**src/hw/adc_pkg.sv**
```systemverilog
// Shared constants and carrier types of the converter control block
package adc_pkg;

	localparam int unsigned RES_W = 8;
	localparam int unsigned NUM_CH = 4;

	// Register offsets
	localparam logic [7:0] OFF_CTRL = 8'h08;
	localparam logic [7:0] OFF_CTRL_ALT = 8'h1f;
	localparam logic [7:0] OFF_PORTCFG = 8'h88;
	localparam logic [7:0] OFF_PORTCFG_ALT = 8'h9f;
	localparam logic [7:0] OFF_RESULT = 8'h09;
	localparam logic [7:0] OFF_IRQ_STATUS = 8'h0a;
	localparam logic [7:0] OFF_IRQ_MASK = 8'h0b;

	// Values after reset
	localparam logic [7:0] CTRL_RESET = 8'h00;
	localparam logic [1:0] PORTCFG_RESET = 2'h0;
	localparam logic [7:0] RESULT_RESET = 8'h00;
	// Pin field resets to all analog, so the enables start all high
	localparam logic [3:0] ANALOG_EN_RESET = 4'hf;

	// Field positions outside the control struct
	localparam int unsigned IRQ_DONE_BIT = 0;
	localparam logic [7:0] SAR_MSB = 8'h80;
	localparam logic [2:0] SAR_TOP_IDX = 3'h7;

	// Conversion clock divider terminal counts (ratio minus one)
	localparam logic [4:0] DIV2_LAST = 5'h01;
	localparam logic [4:0] DIV8_LAST = 5'h07;
	localparam logic [4:0] DIV32_LAST = 5'h1f;

	typedef enum logic [1:0] {
		CLK_DIV2 = 2'b00,
		CLK_DIV8 = 2'b01,
		CLK_DIV32 = 2'b10,
		CLK_RC = 2'b11
	} conv_clock_select_t;

	typedef enum logic [1:0] {
		PINS_ALL_ANALOG = 2'b00,
		PINS_EXT_REF = 2'b01,
		PINS_TWO_ANALOG = 2'b10,
		PINS_ALL_DIGITAL = 2'b11
	} pin_function_select_t;

	// Bit layout of the converter control register, bit 7 first
	typedef struct packed {
		conv_clock_select_t conv_clock_select;
		logic spare_bit;
		logic [1:0] input_channel_select;
		logic go;
		logic conversion_complete_flag;
		logic converter_power_bit;
	} converter_control_reg_t;

	typedef struct packed {
		logic [7:0] addr;
		logic [7:0] wdata;
		logic wr;
		logic rd;
	} reg_req_t;

endpackage : adc_pkg

```
**src/hw/sar_adc_control.sv**
```systemverilog
// Register front end, clocking, pin control and sequencing of the 8-bit SAR converter
//
// Decided for this implementation: the address-and-strobe port.
`timescale 1ns/10ps

module sar_adc_control
	import adc_pkg::*;
#(
	parameter bit alt_map = 1'b0
) (
	input wire logic clk,
	input wire logic resetn,
	input wire reg_req_t bus,
	output logic [7:0] rdata,
	input wire logic sleep,
	input wire logic rc_tick,
	input wire logic cmp_above,
	output logic [RES_W-1:0] dac_code,
	output logic [NUM_CH-1:0] chan_sel,
	output logic [NUM_CH-1:0] analog_en,
	output logic ref_ext,
	output logic analog_power,
	output logic irq
);

	typedef struct packed {
		converter_control_reg_t ctrl;
		pin_function_select_t pcfg;
		logic [RES_W-1:0] result;
		logic irq_status;
		logic irq_mask;
		logic start;
		logic [4:0] div_cnt;
		logic tad_tick;
		logic [7:0] rdata;
		logic irq;
		logic [NUM_CH-1:0] chan_sel;
		logic [NUM_CH-1:0] analog_en;
		logic ref_ext;
		logic power;
	} top_state_t;

	localparam logic [7:0] CTRL_ADDR = alt_map ? OFF_CTRL_ALT : OFF_CTRL;
	localparam logic [7:0] PORTCFG_ADDR = alt_map ? OFF_PORTCFG_ALT : OFF_PORTCFG;

	top_state_t s;
	top_state_t next_s;
	logic core_busy;
	logic core_done;
	logic [RES_W-1:0] core_result;
	logic [RES_W-1:0] core_trial;

	sar_core u_core (
		.clk(clk),
		.resetn(resetn),
		.start(s.start),
		// Abort on the same edge as power-off, so busy never outlives the power bit
		.abort(!next_s.ctrl.converter_power_bit),
		.tad_tick(s.tad_tick),
		.cmp_above(cmp_above),
		.busy(core_busy),
		.done(core_done),
		.trial(core_trial),
		.result(core_result)
	);

	always_comb begin
		converter_control_reg_t w;
		converter_control_reg_t rd_ctrl;
		logic [4:0] div_last;
		logic wr_ctrl;
		w = bus.wdata;
		rd_ctrl = s.ctrl;
		wr_ctrl = bus.wr && bus.addr == CTRL_ADDR;
		div_last = DIV2_LAST;
		next_s = s;
		next_s.start = 1'b0;

		// Control register write
		if (wr_ctrl) begin
			next_s.ctrl.conv_clock_select = w.conv_clock_select;
			next_s.ctrl.input_channel_select = w.input_channel_select;
			next_s.ctrl.spare_bit = alt_map ? 1'b0 : w.spare_bit;
			next_s.ctrl.conversion_complete_flag = alt_map ? 1'b0 : w.conversion_complete_flag;
			next_s.ctrl.converter_power_bit = w.converter_power_bit;
			// Clearing go by software does not abort; only power-off does
			if (w.go && w.converter_power_bit && s.ctrl.converter_power_bit
					&& !s.ctrl.go) begin
				next_s.ctrl.go = 1'b1;
				next_s.start = 1'b1;
			end
		end
		if (bus.wr && bus.addr == PORTCFG_ADDR) begin
			next_s.pcfg = pin_function_select_t'(bus.wdata[1:0]);
		end
		if (bus.wr && bus.addr == OFF_IRQ_MASK) begin
			next_s.irq_mask = bus.wdata[IRQ_DONE_BIT];
		end
		if (bus.wr && bus.addr == OFF_IRQ_STATUS && bus.wdata[IRQ_DONE_BIT]) begin
			next_s.irq_status = 1'b0;
		end

		if (!next_s.ctrl.converter_power_bit) begin
			next_s.ctrl.go = 1'b0;
			next_s.start = 1'b0;
		end

		// Completion wins over a same-cycle software clear
		if (core_done) begin
			next_s.ctrl.go = 1'b0;
			next_s.result = core_result;
			next_s.ctrl.conversion_complete_flag = !alt_map;
			next_s.irq_status = 1'b1;
		end

		// Conversion period enable; only runs while a conversion is pending
		unique case (s.ctrl.conv_clock_select)
			CLK_DIV2: div_last = DIV2_LAST;
			CLK_DIV8: div_last = DIV8_LAST;
			CLK_DIV32: div_last = DIV32_LAST;
			CLK_RC: div_last = DIV2_LAST;
		endcase
		next_s.tad_tick = 1'b0;
		if (!s.ctrl.go) begin
			next_s.div_cnt = '0;
		end else if (s.ctrl.conv_clock_select == CLK_RC) begin
			next_s.tad_tick = rc_tick;
		end else if (sleep) begin
			// Main oscillator is stopped in sleep; the conversion holds
			next_s.div_cnt = s.div_cnt;
		end else if (s.div_cnt >= div_last) begin
			next_s.div_cnt = '0;
			next_s.tad_tick = 1'b1;
		end else begin
			next_s.div_cnt = s.div_cnt + 5'h01;
		end

		// Pin and analog side controls
		next_s.power = next_s.ctrl.converter_power_bit;
		next_s.chan_sel = next_s.power
				? (4'b0001 << next_s.ctrl.input_channel_select) : 4'b0000;
		unique case (next_s.pcfg)
			PINS_ALL_ANALOG: next_s.analog_en = 4'b1111;
			PINS_EXT_REF: next_s.analog_en = 4'b1111;
			PINS_TWO_ANALOG: next_s.analog_en = 4'b0011;
			PINS_ALL_DIGITAL: next_s.analog_en = 4'b0000;
		endcase
		next_s.ref_ext = next_s.pcfg == PINS_EXT_REF;

		next_s.irq = next_s.irq_status && next_s.irq_mask;

		// Read data stands only in the cycle after the strobe
		rd_ctrl.go = s.ctrl.go || core_busy;
		next_s.rdata = 8'h00;
		if (bus.rd) begin
			if (bus.addr == CTRL_ADDR) begin
				next_s.rdata = rd_ctrl;
			end else if (bus.addr == PORTCFG_ADDR) begin
				next_s.rdata = {6'h00, s.pcfg};
			end else if (bus.addr == OFF_RESULT) begin
				next_s.rdata = s.result;
			end else if (bus.addr == OFF_IRQ_STATUS) begin
				next_s.rdata = {7'h00, s.irq_status};
			end else if (bus.addr == OFF_IRQ_MASK) begin
				next_s.rdata = {7'h00, s.irq_mask};
			end
		end
	end

	always_ff @(posedge clk or negedge resetn) begin
		if (!resetn) begin
			s <= '0;
			s.ctrl <= CTRL_RESET;
			s.pcfg <= pin_function_select_t'(PORTCFG_RESET);
			s.result <= RESULT_RESET;
			s.analog_en <= ANALOG_EN_RESET;
		end else begin
			s <= next_s;
		end
	end

	assign rdata = s.rdata;
	assign dac_code = core_trial;
	assign chan_sel = s.chan_sel;
	assign analog_en = s.analog_en;
	assign ref_ext = s.ref_ext;
	assign analog_power = s.power;
	assign irq = s.irq;
endmodule : sar_adc_control

```
**src/hw/sar_core.sv**
```systemverilog
// Successive approximation step engine, one result bit per conversion period
`timescale 1ns/10ps
module sar_core
	import adc_pkg::*;
(
	input wire logic clk,
	input wire logic resetn,
	input wire logic start,
	input wire logic abort,
	input wire logic tad_tick,
	input wire logic cmp_above,
	output logic busy,
	output logic done,
	output logic [RES_W-1:0] trial,
	output logic [RES_W-1:0] result
);

	typedef struct packed {
		logic busy;
		logic done;
		logic [2:0] bit_idx;
		logic [RES_W-1:0] trial;
		logic [RES_W-1:0] result;
	} sar_state_t;

	sar_state_t s;
	sar_state_t next_s;

	always_comb begin
		logic [RES_W-1:0] t;
		t = s.trial;
		next_s = s;
		next_s.done = 1'b0;
		if (abort) begin
			next_s.busy = 1'b0;
			next_s.trial = '0;
		end else if (start && !s.busy) begin
			next_s.busy = 1'b1;
			next_s.trial = SAR_MSB;
			next_s.bit_idx = SAR_TOP_IDX;
		end else if (s.busy && tad_tick) begin
			// Keep the trial bit only while the held sample lies above it
			if (!cmp_above) begin
				t[s.bit_idx] = 1'b0;
			end
			if (s.bit_idx == 3'h0) begin
				next_s.busy = 1'b0;
				next_s.done = 1'b1;
				next_s.result = t;
				next_s.trial = '0;
			end else begin
				t[s.bit_idx - 3'h1] = 1'b1;
				next_s.bit_idx = s.bit_idx - 3'h1;
				next_s.trial = t;
			end
		end
	end

	always_ff @(posedge clk or negedge resetn) begin
		if (!resetn) begin
			s <= '0;
		end else begin
			s <= next_s;
		end
	end

	assign busy = s.busy;
	assign done = s.done;
	assign trial = s.trial;
	assign result = s.result;
endmodule : sar_core

```
**config.mk**
```make
export PLATFORM = sky130hd
export DESIGN_NAME = sar_adc_control
export DESIGN_NICKNAME = d
export VERILOG_FILES = /design/src/hw/adc_pkg.sv /design/src/hw/sar_adc_control.sv /design/src/hw/sar_core.sv
export SDC_FILE = /design/constraint.sdc
export NUM_CORES = 1
export LEC_CHECK = 0
export ABC_AREA = 1
export ABC_CLOCK_PERIOD_IN_PS = 2100
export BUFFER_PORTS_ARGS = -buffer_cell sky130_fd_sc_hd__buf_2
export CAP_MARGIN = 25
export CORE_AREA = 8 8 85 87
export CTS_CLUSTER_DIAMETER = 80
export CTS_CLUSTER_SIZE = 30
export DETAILED_ROUTE_END_ITERATION = 10
export DIE_AREA = 0 0 93 95
export PLACE_DENSITY = 0.78
export SLEW_MARGIN = 15
export SYNTH_ARGS = -nofsm -noshare
export SYNTH_HDL_FRONTEND = slang
export SYNTH_SLANG_ARGS = --single-unit
export TNS_END_PERCENT = 100
```
**constraint.sdc**
```tcl
create_clock -name clk -period 2.1 [get_ports clk]
set_clock_uncertainty 0.1 [all_clocks]
set_input_delay 0.42 -clock clk [delete_from_list [all_inputs] [get_ports clk]]
set_output_delay 0.42 -clock clk [all_outputs]
set_load 0.005 [all_outputs]
```
After elaboration in Yosys (flattened, before gate mapping)
Index checks and enable logic that the tools add are counted.
{"block": "word_totals", "register_bits": 66, "out_inout_bits": 27}
{"block": "op_classes", "addsub": 2, "order_cmp": 5, "n_eq_ne": 18, "n_shift": 1, "mux": 47, "bitwise": 4, "n_reduce_logical": 28}
{"cell": "8-bit 2-to-1 mux", "n": 11}
{"cell": "8-bit by 4-bit equality test with 1-bit output (second input constant)", "n": 4}
{"cell": "5-bit 2-to-1 mux", "n": 5}
{"cell": "21-bit 2-to-1 mux", "n": 1}
{"cell": "1-bit 2-to-1 mux", "n": 19}
{"cell": "5-bit one-hot mux with 3 select lines", "n": 1}
{"cell": "1-bit logical AND", "n": 13}
{"cell": "3-bit by 1-bit != test with 1-bit output (second input constant)", "n": 4}
{"cell": "4-bit one-hot mux with 3 select lines", "n": 1}
{"cell": "11-bit 2-to-1 mux", "n": 1}
{"cell": "8-bit bitwise AND", "n": 1}
{"cell": "2-bit equality test (second input constant)", "n": 4}
{"cell": "8-bit equality test (second input constant)", "n": 1}
{"cell": "3-bit by 4-bit < comparator with 1-bit output (second input constant)", "n": 2}
{"cell": "4-bit 2-to-1 mux", "n": 2}
{"cell": "8-bit NOT", "n": 1}
{"cell": "8-bit bitwise OR", "n": 1}
{"cell": "1-bit demux with 3-bit select", "n": 2}
{"cell": "3-bit by 1-bit greater-or-equal comparator with 1-bit output (second input constant)", "n": 2}
{"cell": "2-bit 2-to-1 mux", "n": 3}
{"cell": "2-bit AND reduction", "n": 3}
{"cell": "5-bit by 1-bit adder with 5-bit output (second input constant)", "n": 1}
{"cell": "5-bit greater-or-equal comparator", "n": 1}
{"cell": "2-bit by 1-bit equality test with 1-bit output (second input constant)", "n": 2}
{"cell": "14 further kinds", "n": 19}

Logic depth before layout (Yosys ltp)
{"block": "logic_depth", "word_depth": 15, "ltp_mapped": 12, "ltp_nobuf": 12}

Cells and area by module
Synthesis repeated with hierarchy kept, for this count alone.
{"block": "hier_totals", "hier_cells": 392, "area_unflattened_um2": 3298.2}
{"module": "sar_adc_control", "n_inst": 1, "cells_each": 246, "area_each_um2": 2117.0}
{"module": "sar_core", "n_inst": 1, "cells_each": 146, "area_each_um2": 1181.1}

Least setup slack after synthesis
Ideal clock, no wire load.
{"block": "synth_timing", "path_type": "reg-to-reg", "start": "register s[44] in the netlist's numbering", "end": "register s[20] in the netlist's numbering", "setup_ns": 0.077, "arrival_ns": 1.564, "required_ns": 1.923, "slack_ns": 0.359, "stages_incl_launch_ff": 11, "period_less_slack_ns": 1.741, "path_cell_list": "dfrtp_1 inv_1 ha_1 ha_1 nand2_1 inv_1 o21ai_0 nand3_1 nor2_1 nand2_1 a21oi_1"}
{"block": "synth_between", "elab_chain_cells": 8, "elab_cells_between_ends": 13, "classes_between": "1 x order compare; 4 x eq/ne; 5 x mux; 3 x reduce/logical"}
{"element": "from (decl)", "line_no": "sar_adc_control.sv:46", "source": "top_state_t s;"}
{"element": "from (signal assigned)", "line_no": "sar_adc_control.sv:178", "source": "s <= next_s;"}
{"element": "2-bit equality test / 2-bit zero test (equally long branches)", "line_no": "sar_adc_control.sv:117, sar_adc_control.sv:126"}
{"element": "2-bit OR reduction (no source line)"}
{"element": "5-bit one-hot mux with 3 select lines", "line_no": "sar_adc_control.sv:117", "source": "unique case (s.ctrl.conv_clock_select)"}
{"element": "5-bit greater-or-equal comparator", "line_no": "sar_adc_control.sv:131", "source": "end else if (s.div_cnt >= div_last) begin"}
{"element": "5-bit 2-to-1 mux", "line_no": "sar_adc_control.sv:131"}
{"element": "5-bit 2-to-1 mux", "line_no": "sar_adc_control.sv:128", "source": "end else if (sleep) begin"}
{"element": "5-bit 2-to-1 mux", "line_no": "sar_adc_control.sv:126", "source": "end else if (s.ctrl.conv_clock_select == CLK_RC) begin"}
{"element": "5-bit 2-to-1 mux", "line_no": "sar_adc_control.sv:124", "source": "if (!s.ctrl.go) begin"}
Several ways; a longest one is shown, not always the timed one. The select of a mux whose other input is x is not followed.
A chain may end at the register's enable or synchronous reset.

Final worst setup path
Ends and elaborated chain as after synthesis.

==> results.rst <==
.. list-table::
   :header-rows: 1

   * - Metric
     - Value
   * - Worst supply voltage drop on vdd
     - 0.383 mV
   * - Post-synthesis cell type count
     - 28
   * - Post-layout total power
     - 2.34 mW
   * - Die span in x
     - 93 microns
   * - Clock insertion delay at the later pin of the skew report
     - between 0.3 and 0.4 ns
   * - Shortest clock period the worst path allows after layout
     - 1.92 ns
   * - Yosys Warn Count
     - 0
   * - Remaining global-route overflow
     - 0
   * - Highest attainable clock frequency
     - 521 MHz
   * - Leading post-synthesis cells by instance count
     - nand2_1 (110), dfrtp_1 (62), inv_1 (39)
   * - Final worst path period share
     - 91.4%
   * - Count of inserted antenna diode cells
     - 0
   * - Critical path start-end classification
     - reg -> reg
   * - Maximum number of pins on one net before global-route repair
     - 65
   * - DRC
     - 0
   * - Worst Tran Pin Value
     - a little under 0.4 ns
   * - Post-layout worst setup margin
     - 0.180 ns
   * - Vias in the first global route
     - between 2k and 2.5k
   * - CTS Buffer Depth
     - 2
   * - Weighted congestion at the end of routability-driven global placement
     - 0.924
   * - Global-route wire length before repair
     - 11500 microns
   * - P&R area growth vs syn
     - 10.5%
   * - CTS H-tree lvls
     - 3
   * - Startpoint type of the worst setup path
     - flip-flop
   * - Core area
     - just under 6000 sq um
   * - Most numerous cell in the Yosys netlist
     - nand2_1
   * - Nets@finish
     - 449
   * - Total vias in the final route
     - 2515
   * - Post-synth net total
     - 413
   * - Number of core rows
     - 28
   * - Post-synth EDFFs
     - 0
   * - Cells taking the most area after synthesis
     - dfrtp_1 (48%), nand2_1 (13%), buf_4 (6.0%)
   * - Post-synth design cell area
     - 3260 sq um
   * - Worst endpoint required time
     - 2.26 ns
   * - Aggregate routed wire length
     - 6740 microns
   * - Inserted Clock Buffers
     - 9
   * - Headroom to the max-slew limit
     - 73.8%
   * - Root Driver
     - clkbuf_8
   * - Cell count after synthesis
     - ~380
   * - Sequential cell area fraction in the yosys report
     - roughly half
   * - Post-route setup TNS
     - 0 ns
   * - Ratio of routed vias to standard cells
     - approximately 5
   * - Crit end category
     - flip-flop
   * - Status
     - completed
   * - Async set or reset register ratio after synthesis
     - 100%
   * - Die Height
     - ~95 microns
   * - FF+latch count, synth
     - 64
   * - Critical path data arrival time
     - 2.08 ns
   * - Post-synth top area cell
     - dfrtp_1
   * - Setup repair after global routing missed its margin
     - no
   * - Critical path peak fanout
     - 3
   * - Number of nets with antenna violations after detailed routing
     - 0
   * - Buffers on Ports
     - 49
   * - Lkg Pwr
     - 1.95 nW
   * - Class of the most critical hold timing path
     - in -> reg
   * - Max Slew Vio Count
     - 0
   * - Fin cells
     - 497
   * - Clock-pin transition on the worst setup and hold timing paths
     - 0.07 ns
   * - Starting DRC count in detailed routing
     - 156
   * - Initial antenna violation count
     - 0
   * - Mean post-synth cell area
     - 8.55 sq um
   * - Ports placed on the boundary
     - 50
   * - Clock tree from TritonCTS
     - done
   * - Postcts setup bufs
     - 0
   * - Total track usage
     - 16.3%
   * - Initial core utilization
     - ~56%
   * - Pre-CTS setup slack
     - 0.100 ns
   * - Routed wire per std cell
     - 13.6 microns
   * - Share of the core filled with cells
     - 61.9%
   * - Count of maximum capacitance violations
     - 0
   * - Area of the die
     - 8840 sq um
   * - Length of the first detailed-routing pass in iterations
     - 4
   * - Ys flop type
     - dfrtp_1
   * - Inst Count DP
     - 480
   * - P per Cell Area
     - 649 nW/um^2
   * - Post-synth top area share
     - between 40 and 50%
   * - Clk sink count
     - 64
   * - Count of endpoints failing setup in the final report
     - 0
   * - Ratio of cells with drive above 1 in the final layout
     - 21.6%
   * - Post-DP HPWL
     - 5030 microns
   * - Number of failing hold endpoints at the final stage
     - 0
==> state kept, by name (all words and copies together), names as in the netlist <==
| register | count |
|---|---|
| u_core.trial | 8 |
| analog_power | 1 |
| rdata | 8 |
| ref_ext | 1 |
| u_core.s | 3 |
| u_core.done | 1 |
| s | 26 |
| analog_en | 2 |
| u_core.busy | 1 |
| chan_sel | 4 |
| irq | 1 |
| u_core.result | 8 |
==> per-stage QoR <==
stage / hold slack [ns] / cell area [sq um]
after floorplan: 0.0244 / 3260
after global placement: 0.351 / 3420
after detailed placement: 0.356 / 3420
after CTS: 0.195 / 3600
after global routing: 0.183 / 3600
final: 0.205 / 3600
==> routing by layer <==
layer / up-vias / GRT usage (%) / wire length [microns]
li1: 1267 / - / -
met1: 1163 / 19.6 / 2890
met2: 81 / 27.0 / 3370
met3: 4 / 5.63 / 418
met4: 0 / 5.23 / 54
met5: - / 0 / 0
==> report_power, final <==
group | leakage (nW) | internal, mW | switching, mW
clock | 0.0877 | 0.494 | 0.445
combinational | 1.00 | 0.0473 | 0.0870
sequential | 0.857 | 1.25 | 0.0117
total | 1.95 | 1.80 | 0.544
==> final cells by class <==
cell class / instances / area (sq um)
fillers: 506 / 2210
flip-flops and latches: 64 / 1600
multi-input cells: 246 / 1270
repair buffers: 55 / 305
clock buffers: 15 / 166
inverters: 41 / 154
well taps: 75 / 93.8
clock inverters: 1 / 5.00
==> cells by family after synthesis <==
family / count (synthesis) / share of synthesized area, %
AND/OR/NAND/NOR: 176 / 25.0
buffers and inverters: 71 / 11.7
flip-flops: 64 / 49.2
AO/OA/AOI/OAI: 58 / 9.87
adder cells (fa/ha/maj): 9 / 3.45
XOR/XNOR: 3 / 0.806
==> placed cells by master, fill, tap and decap left out <==
cell	Yosys	layout
clkbuf_8	0	11
clkinv_1	2	2
nor2_8	1	1
nand2_2	2	2
a31oi_1	1	1
nor2_1	22	22
a21oi_1	20	20
buf_12	1	1
xnor2_1	1	1
clkbuf_1	2	4
dfrtp_1	62	62
nand2_4	5	5
nor2_4	1	1
buf_2	1	49
clkinv_2	0	1
nor2_2	4	4
dfstp_2	2	2
xor2_1	2	2
nand3_4	1	1
o21ai_1	2	2
o21ai_0	27	27
and3_1	1	1
ha_1	9	9
nand4_1	13	13
inv_1	39	39
nand3_1	15	15
o21ai_2	8	8
buf_4	26	4
nor3b_2	1	1
dlygate4sd3_1	0	1
nand2_1	110	110
==> path summary, 6_finish.rpt <==
kind | from | slack [ns] | to | depth (start not counted)
min in group asynchronous | resetn | 0.53 | u_core.s[16]$_DFFE_PN0P_ | 3
hold / removal | bus[9] | 0.21 | s[45]$_DFFE_PN0P_ | 3
hold reg to reg | s[34]$_DFFE_PN0P_ | 0.37 | s[34]$_DFFE_PN0P_ | 2
setup / recovery | s[44]$_DFFE_PN0P_ | 0.18 | s[20]$_DFFE_PN0P_ | 10
setup reg to reg | s[44]$_DFFE_PN0P_ | 0.18 | s[20]$_DFFE_PN0P_ | 10
max in group asynchronous | resetn | 1.06 | analog_en[2]$_DFF_PN1_ | 3
==> critical path, stage by stage (launching register included) <==
cell and delay (ns):
dfrtp_1 0.39, inv_1 0.07, ha_1 0.31, ha_1 0.30, nand2_1 0.07, inv_1 0.03
o21ai_0 0.13, nand3_1 0.12, nor2_1 0.14, nand2_1 0.07, a21oi_1 0.12
==> repair_timing <==
item | in CTS | in global routing
hold endpoints to repair | 18 | 0
hold buffers | 1 | 0
resized for setup | 0 | 0
Note: power is estimated with default switching activity, not from simulation.
